[src/include/tprc_pkg.sv]
// shared constants and types for the tuner power and reference control
package tprc_pkg;

   // register port geometry
   localparam int ADDR_W = 4;
   localparam int DATA_W = 8;
   localparam int DIV_W  = 5;
   localparam int DIAG_W = 3;
   localparam int CTRL_W = 6;

   // register offsets
   localparam logic [ADDR_W-1:0] REG_CTRL   = 4'h0;
   localparam logic [ADDR_W-1:0] REG_DIV    = 4'h1;
   localparam logic [ADDR_W-1:0] REG_TEST   = 4'h2;
   localparam logic [ADDR_W-1:0] REG_STATUS = 4'h3;

   // values after power-on reset: prebias on, divide ratio one, everything else clear
   localparam logic [CTRL_W-1:0] CTRL_RST = 6'h10;
   localparam logic [DIV_W-1:0]  DIV_RST  = 5'h01;
   localparam logic [DIAG_W-1:0] DIAG_RST = 3'h0;

   // special codes
   localparam logic [DIV_W-1:0]  DIV_OFF      = 5'h00;
   localparam logic [DIAG_W-1:0] DIAG_LO_TEST = 3'h7;

   // pin synchroniser layout
   localparam int SYNC_STAGES = 3;
   localparam int PIN_COUNT   = 2;
   localparam int PIN_SHUTDOWN_PIN_N    = 0;
   localparam int PIN_REFSEL  = 1;
   localparam logic [PIN_COUNT-1:0] PIN_RST = 2'h0;

   // control register layout, msb first
   typedef struct packed {
      logic gainBoost;   // baseband_gain_boost
      logic prebiasEn;   // charge_pump_prebias_enable
      logic qDisable;    // q_channel_disable
      logic pwrDetEn;    // power_detector_enable
      logic standby;     // standby_bit
      logic powerDown;   // power_down_bit
   } tprc_ctrl_t;

   // operating modes
   typedef enum logic [1:0] {
      MODE_ACTIVE,
      MODE_STANDBY,
      MODE_POWERDOWN,
      MODE_SHUTDOWN
   } tprc_mode_t;

   // circuit enables driven to the analog sections
   typedef struct packed {
      logic sigPath;
      logic bus;
      logic xtalOsc;
      logic tcxoBuf;
      logic refOut;
      logic qChan;
      logic pwrDet;
      logic prebias;
      logic gainBoost;
      logic loTest;
   } tprc_enables_t;

endpackage : tprc_pkg

[src/rtl/tprc_ref_divider.sv]
`timescale 1ns/1ps
// integer divider for the reference output: one-cycle tick every ratio cycles
module tprc_ref_divider
   import tprc_pkg::*;
#(
   parameter int W = DIV_W
) (
   // clock and reset
   input  wire logic         ref_clk,
   input  wire logic         rst_n,
   // control
   input  wire logic         enable,
   input  wire logic [W-1:0] ratio,
   // output
   output logic              tick
);

   logic [W-1:0] count;

   // count 0 .. ratio-1; the live ratio is compared, so a ratio change acts at once and a count at or past the new end wraps
   always_ff @(posedge ref_clk) begin
      if (!rst_n || !enable) begin
         count <= '0;
      end else if (count >= ratio - W'(1)) begin
         count <= '0;
      end else begin
         count <= count + W'(1);
      end
   end

   // tick on the wrap, so the period is exactly ratio cycles
   always_ff @(posedge ref_clk) begin
      if (!rst_n) begin
         tick <= 1'b0;
      end else begin
         tick <= enable && (count >= ratio - W'(1));
      end
   end

endmodule : tprc_ref_divider

[src/rtl/tprc_top.sv]
// Decided for this implementation: the register addresses and strobed register access.
`timescale 1ns/1ps
module tprc_top
   import tprc_pkg::*;
(
   // clock and power-on reset
   input  wire logic                ref_clk,
   input  wire logic                rst_n,
   // pins from outside the clock domain
   input  wire logic                shutdown_pin_n,
   input  wire logic                ref_source_select_pin,
   // register port
   input  wire logic [ADDR_W-1:0]   regAddr,
   input  wire logic [DATA_W-1:0]   regWdata,
   input  wire logic                regWr,
   input  wire logic                regRd,
   output logic      [DATA_W-1:0]   regRdata,
   // circuit enables
   output tprc_enables_t            enables,
   output tprc_mode_t               mode,
   // divided reference
   output logic                     reference_output
);

   // register state
   tprc_ctrl_t              ctrl;
   logic [DIV_W-1:0]        refDivRatio;
   logic [DIAG_W-1:0]       diagSelect;

   // pin synchronisers and filtered levels
   logic [SYNC_STAGES-1:0]  pinSync [PIN_COUNT];
   logic [PIN_COUNT-1:0]    pinRaw;
   logic [PIN_COUNT-1:0]    pinLevel;

   // next values
   tprc_mode_t              next_mode;
   tprc_enables_t           next_enables;
   logic                    refCircuitsOn;
   logic                    refTick;
   logic                    busAlive;
   logic [DATA_W-1:0]       next_rdata;

   assign pinRaw[PIN_SHUTDOWN_PIN_N]   = shutdown_pin_n;
   assign pinRaw[PIN_REFSEL] = ref_source_select_pin;

   // three flops per pin; a change counts once stages two and three agree
   generate
      for (genvar i = 0; i < PIN_COUNT; i++) begin : g_pin
         always_ff @(posedge ref_clk) begin
            if (!rst_n) begin
               pinSync[i] <= '0;
            end else begin
               pinSync[i] <= {pinSync[i][SYNC_STAGES-2:0], pinRaw[i]};
            end
         end

         // filtered level; a single-cycle glitch on the pin never lands here
         always_ff @(posedge ref_clk) begin
            if (!rst_n) begin
               pinLevel[i] <= PIN_RST[i];
            end else if (pinSync[i][1] == pinSync[i][2]) begin
               pinLevel[i] <= pinSync[i][2];
            end
         end
      end
   endgenerate

   // the bus is only alive when not in pin shutdown
   assign busAlive = enables.bus;

   // control register: reset only at power-on, held through every mode
   always_ff @(posedge ref_clk) begin
      if (!rst_n) begin
         ctrl <= tprc_ctrl_t'(CTRL_RST);
      end else if (regWr && busAlive && regAddr == REG_CTRL) begin
         ctrl <= tprc_ctrl_t'(regWdata[CTRL_W-1:0]);
      end
   end

   // divide ratio register
   always_ff @(posedge ref_clk) begin
      if (!rst_n) begin
         refDivRatio <= DIV_RST;
      end else if (regWr && busAlive && regAddr == REG_DIV) begin
         refDivRatio <= regWdata[DIV_W-1:0];
      end
   end

   // diagnostic select register
   always_ff @(posedge ref_clk) begin
      if (!rst_n) begin
         diagSelect <= DIAG_RST;
      end else if (regWr && busAlive && regAddr == REG_TEST) begin
         diagSelect <= regWdata[DIAG_W-1:0];
      end
   end

   // mode decode; a low pin with pwrDetEn clear comes first so it overrides both bits
   always_comb begin
      if (!pinLevel[PIN_SHUTDOWN_PIN_N] && !ctrl.pwrDetEn) begin
         next_mode = MODE_SHUTDOWN;
      end else if (ctrl.powerDown) begin
         next_mode = MODE_POWERDOWN;
      end else if (ctrl.standby) begin
         next_mode = MODE_STANDBY;
      end else begin
         next_mode = MODE_ACTIVE;
      end
   end

   // circuit enables from the next mode
   always_comb begin
      next_enables  = '0;
      refCircuitsOn = 1'b0;
      case (next_mode)
         MODE_ACTIVE: begin
            next_enables.sigPath = 1'b1;
            next_enables.bus     = 1'b1;
            refCircuitsOn        = 1'b1;
         end
         MODE_STANDBY: begin
            next_enables.bus = 1'b1;
            refCircuitsOn    = 1'b1;
         end
         MODE_POWERDOWN: begin
            next_enables.bus = 1'b1;
         end
         MODE_SHUTDOWN: begin
            next_enables.bus = 1'b0;
         end
         default: begin
            next_enables.bus = 1'b0;
         end
      endcase
      // reference source follows the strap level
      next_enables.xtalOsc = refCircuitsOn && !pinLevel[PIN_REFSEL];
      next_enables.tcxoBuf = refCircuitsOn && pinLevel[PIN_REFSEL];
      // a zero ratio shuts the output buffer rather than dividing
      next_enables.refOut  = refCircuitsOn && (refDivRatio != DIV_OFF);
      // configuration bits only matter while the signal path runs, except pwrDetEn, which also blocks pin shutdown
      next_enables.qChan     = next_enables.sigPath && !ctrl.qDisable;
      next_enables.pwrDet    = next_enables.sigPath && ctrl.pwrDetEn;
      next_enables.prebias   = next_enables.sigPath && ctrl.prebiasEn;
      next_enables.gainBoost = next_enables.sigPath && ctrl.gainBoost;
      next_enables.loTest    = next_enables.sigPath && (diagSelect == DIAG_LO_TEST);
   end

   // mode register
   always_ff @(posedge ref_clk) begin
      if (!rst_n) begin
         mode <= MODE_SHUTDOWN;
      end else begin
         mode <= next_mode;
      end
   end

   // enable register; outputs come straight from here
   always_ff @(posedge ref_clk) begin
      if (!rst_n) begin
         enables <= '0;
      end else begin
         enables <= next_enables;
      end
   end

   // reference output divider
   tprc_ref_divider #(
      .W (DIV_W)
   ) u_ref_divider (
      .ref_clk (ref_clk),
      .rst_n   (rst_n),
      .enable  (enables.refOut),
      .ratio   (refDivRatio),
      .tick    (refTick)
   );

   // divided reference: a tick every ratio cycles; ratio one holds it high
   always_ff @(posedge ref_clk) begin
      if (!rst_n) begin
         reference_output <= 1'b0;
      end else begin
         reference_output <= refTick && enables.refOut;
      end
   end

   // read mux; unmapped offsets and a dead bus read as zero
   always_comb begin
      next_rdata = '0;
      if (regRd && busAlive) begin
         case (regAddr)
            REG_CTRL: begin
               next_rdata = DATA_W'(ctrl);
            end
            REG_DIV: begin
               next_rdata = DATA_W'(refDivRatio);
            end
            REG_TEST: begin
               next_rdata = DATA_W'(diagSelect);
            end
            REG_STATUS: begin
               next_rdata = {enables.loTest, pinLevel[PIN_REFSEL], enables.refOut,
                             enables.xtalOsc || enables.tcxoBuf, enables.sigPath,
                             pinLevel[PIN_SHUTDOWN_PIN_N], mode};
            end
            default: begin
               next_rdata = '0;
            end
         endcase
      end
   end

   // read data stand for exactly the cycle after the strobe
   always_ff @(posedge ref_clk) begin
      if (!rst_n) begin
         regRdata <= '0;
      end else begin
         regRdata <= next_rdata;
      end
   end

endmodule : tprc_top

[config.mk]
export PLATFORM = sky130hd
export DESIGN_NAME = tprc_top
export DESIGN_NICKNAME = d
export VERILOG_FILES = /design/src/include/tprc_pkg.sv /design/src/rtl/tprc_ref_divider.sv /design/src/rtl/tprc_top.sv
export SDC_FILE = /design/constraint.sdc
export NUM_CORES = 1
export LEC_CHECK = 0
export BUFFER_PORTS_ARGS = -buffer_cell sky130_fd_sc_hd__buf_4
export CAP_MARGIN = 20
export CORE_ASPECT_RATIO = 0.7
export CORE_MARGIN = 8
export CORE_UTILIZATION = 45
export DETAILED_ROUTE_END_ITERATION = 6
export HOLD_SLACK_MARGIN = 0.1
export PLACE_DENSITY = 0.63
export SLEW_MARGIN = 20
export SYNTH_ARGS = -nofsm -noshare
export SYNTH_HDL_FRONTEND = slang
export SYNTH_SLANG_ARGS = --single-unit
[constraint.sdc]
create_clock -name ref_clk -period 2.3 [get_ports ref_clk]
set_clock_uncertainty 0.15 [all_clocks]
set_input_delay 0.23 -clock ref_clk [delete_from_list [all_inputs] [get_ports ref_clk]]
set_output_delay 0.23 -clock ref_clk [all_outputs]
set_load 0.005 [all_outputs]
==> results.json <==
{
  "nFillCells": 398,
  "routedWlPerCell_um": 15.0,
  "grt_overflow_total": 0,
  "clkSlewWorstSetupHoldPaths_ps": 90,
  "cts_buffer_depth": 2,
  "grt_pass1_wl_um": 7460,
  "numPortBuffers": 36,
  "dpl.hpwl_um": 3360,
  "yosys_warnings": 0,
  "path_class": "reg -> reg",
  "fin_util_pct": 57.5,
  "multi_input_area_um2": 952,
  "coreArea_um2": 4330,
  "seq_area_frac_synth_pct": 48.5,
  "die_w_um": 96.2,
  "die_area_um2": 6930,
  "firstDrtPassIters": 4,
  "ios": 39,
  "synthToLayoutAreaGrowth_pct": 23.1,
  "antenna_found_initial": 0,
  "finalWeightedCongestion": 0.801,
  "cts_tree": "done",
  "stdcell_count": 304,
  "whs_ps": 96.0,
  "via_count": 1597,
  "period_minus_slack_ps": 2120,
  "finalMaxSlewViolations": 0,
  "setup_viol": 0,
  "hp-class": "in -> reg",
  "synth.area.top_cells": "dfxtp_1, nand3_1, ha_1",
  "cts_root_buf": "clkbuf_8",
  "p_leak_nw": 0.948,
  "netlist_area_um2": 2020,
  "synthCells": 206,
  "cp_max_fo": 6,
  "fin_crit_sh_pct": 92.2,
  "fin_nets": 273,
  "syn_nets": 231,
  "diodes": 0,
  "slew_headroom_pct": 63.1,
  "cts-buffers-inserted": 5,
  "synth_cell_type_count": 41,
  "max_freq_ghz": 0.471,
  "endpoint_kind": "register",
  "clock_latency_ps": 300,
  "avgSynthCellArea_um2": 9.83,
  "cts_max_level": 2,
  "drive_gt1_share_pct": 24.1,
  "ir_drop_mv": 0.303,
  "clkSinkCount": 49,
  "final_common_cell": "dfxtp_1",
  "cp.arrival_ps": 2160,
  "cp-start-kind": "register",
  "viasPerCell": 5.25,
  "worst_pin_slew_ps": 546,
  "final-seq-area_um2": 986,
  "die_h_um": 72.1,
  "status": "complete, no violations",
  "final_cell_mix": "dfxtp_1, buf_4, nand3_1",
  "power_density_nw_per_um2": 582,
  "hold_violations": 0,
  "wirelength_um": 4560,
  "ant_nets": 0,
  "crit_required_ps": 2340,
  "cap_violations": 0,
  "grt_max_degree": 28,
  "grt_pass1_vias": 1506,
  "post-place-cells": 287,
  "post-place-ws_ps": 145,
  "yosysTopAreaCellShare_pct": 48.5,
  "grt_usage_pct": 13.9,
  "synth.largest_area_cell": "dfxtp_1",
  "drtIter0Drc": 81,
  "core.rowCount": 20,
  "drcViolationCount": 0,
  "worst_slack_ps": 179,
  "synth-seq-cells": 49,
  "start_util_pct": 46.8
}
-- logic make-up after synthesis --
logic type	Yosys count	share of synthesized area (%)
simple gates	76	22.3
flops	49	48.5
compound gates	47	14.8
buf+inv	17	5.38
fa+ha+maj	7	4.33
xor+xnor	5	2.16
mux	5	2.66
-- layer usage --
| metal | global-route usage (%) | up-vias | part of all wire, % |
|---|---|---|---|
| li1 | - | 818 | - |
| met1 | 20.5 | 721 | 49 |
| met2 | 18.3 | 54 | 39 |
| met3 | 4.54 | 4 | 10 |
| met4 | 4.07 | 0 | 0.94 |
| met5 | 0 | - | 0 |
-- what timing repair did --
item | CTS | global route
setup buffers | 0 | 1
hold buffers | 8 | 0
setup endpoints to repair | 0 | 4
endpoints found under the hold margin | 16 | 0
gates resized for setup | 0 | 8
-- per-stage QoR --
stage	power (mW)	TNS (ps)	cell area [µm²]
4_1_cts	1.47	0	2460
3_5_place_dp	0.943	0	2280
5_1_grt	1.51	-0.881	2490
3_3_place_gp	0.942	0	2280
2_1_floorplan	0.912	0	2020
6_report	1.45	0	2490
-- flip-flops by register name (all words and copies together) (netlist names) --
| name | cells |
|---|---|
| enables | 9 |
| regRdata | 8 |
| ctrl | 6 |
| pinSync | 6 |
| refDivRatio | 5 |
| u_ref_divider.count | 5 |
| diagSelect | 3 |
| mode | 2 |
| pinLevel | 2 |
| busAlive | 1 |
| reference_output | 1 |
| u_ref_divider.tick | 1 |
-- cell usage after synthesis, drive strengths merged --
library cell,number
nor3,8
nor4b,1
a21boi,14
and2,12
ha,7
or2,1
o21ai,17
nand3,21
a21oi,7
and3,1
or3,1
and4,1
nor4,2
xor2,2
and4bb,1
nor2b,1
o311a,1
o21a,3
xnor2,3
clkbuf,3
nand2,8
nand4bb,1
nand4,2
or2b,1
and2b,2
nor2,7
mux2i,2
buf,8
mux2,3
or4,1
o22ai,1
dfxtp,49
nand2b,3
inv,6
a32oi,3
o2111ai,1
nor3b,1
-- power by group --
group          internal (mW)  total, mW  switching [mW]  leakage (nW)
clock                  0.244      0.517           0.273        0.0512
sequential             0.851      0.853         0.00176         0.396
combinational         0.0411     0.0800          0.0389         0.501
total                   1.14       1.45           0.314         0.948
-- area by class of cell --
class / count / area share, %
Clock buffer: 6 / 3.31
Clock inverter: 2 / 0.552
Inverter: 6 / 0.904
Multi-Input combinational cell: 140 / 38.2
Sequential cell: 49 / 39.6
Tap cell: 55 / 2.76
Timing Repair Buffer: 46 / 14.7
-- critical path, cell delays in order, from the launching register on --
cell and delay (ps):
dfxtp_4 360, inv_2 60, ha_2 210, nand2b_4 60, nor3_2 200, nor2_2 50, ha_1 330, nand2_1 80
o22ai_1 80, buf_4 160, o311a_1 280
-- worst paths after layout --
check / startpoint / endpoint / slack (ps) / cells past startpoint
max: refDivRatio[0] / u_ref_divider.tick / 180 / 10
min: rst_n / ctrl[4] / 100 / 2
max reg2reg: refDivRatio[0] / u_ref_divider.tick / 180 / 10
min reg2reg: pinSync[0][0] / pinSync[0][1] / 290 / 1
No activity file was read; power rests on OpenSTA's default activity.
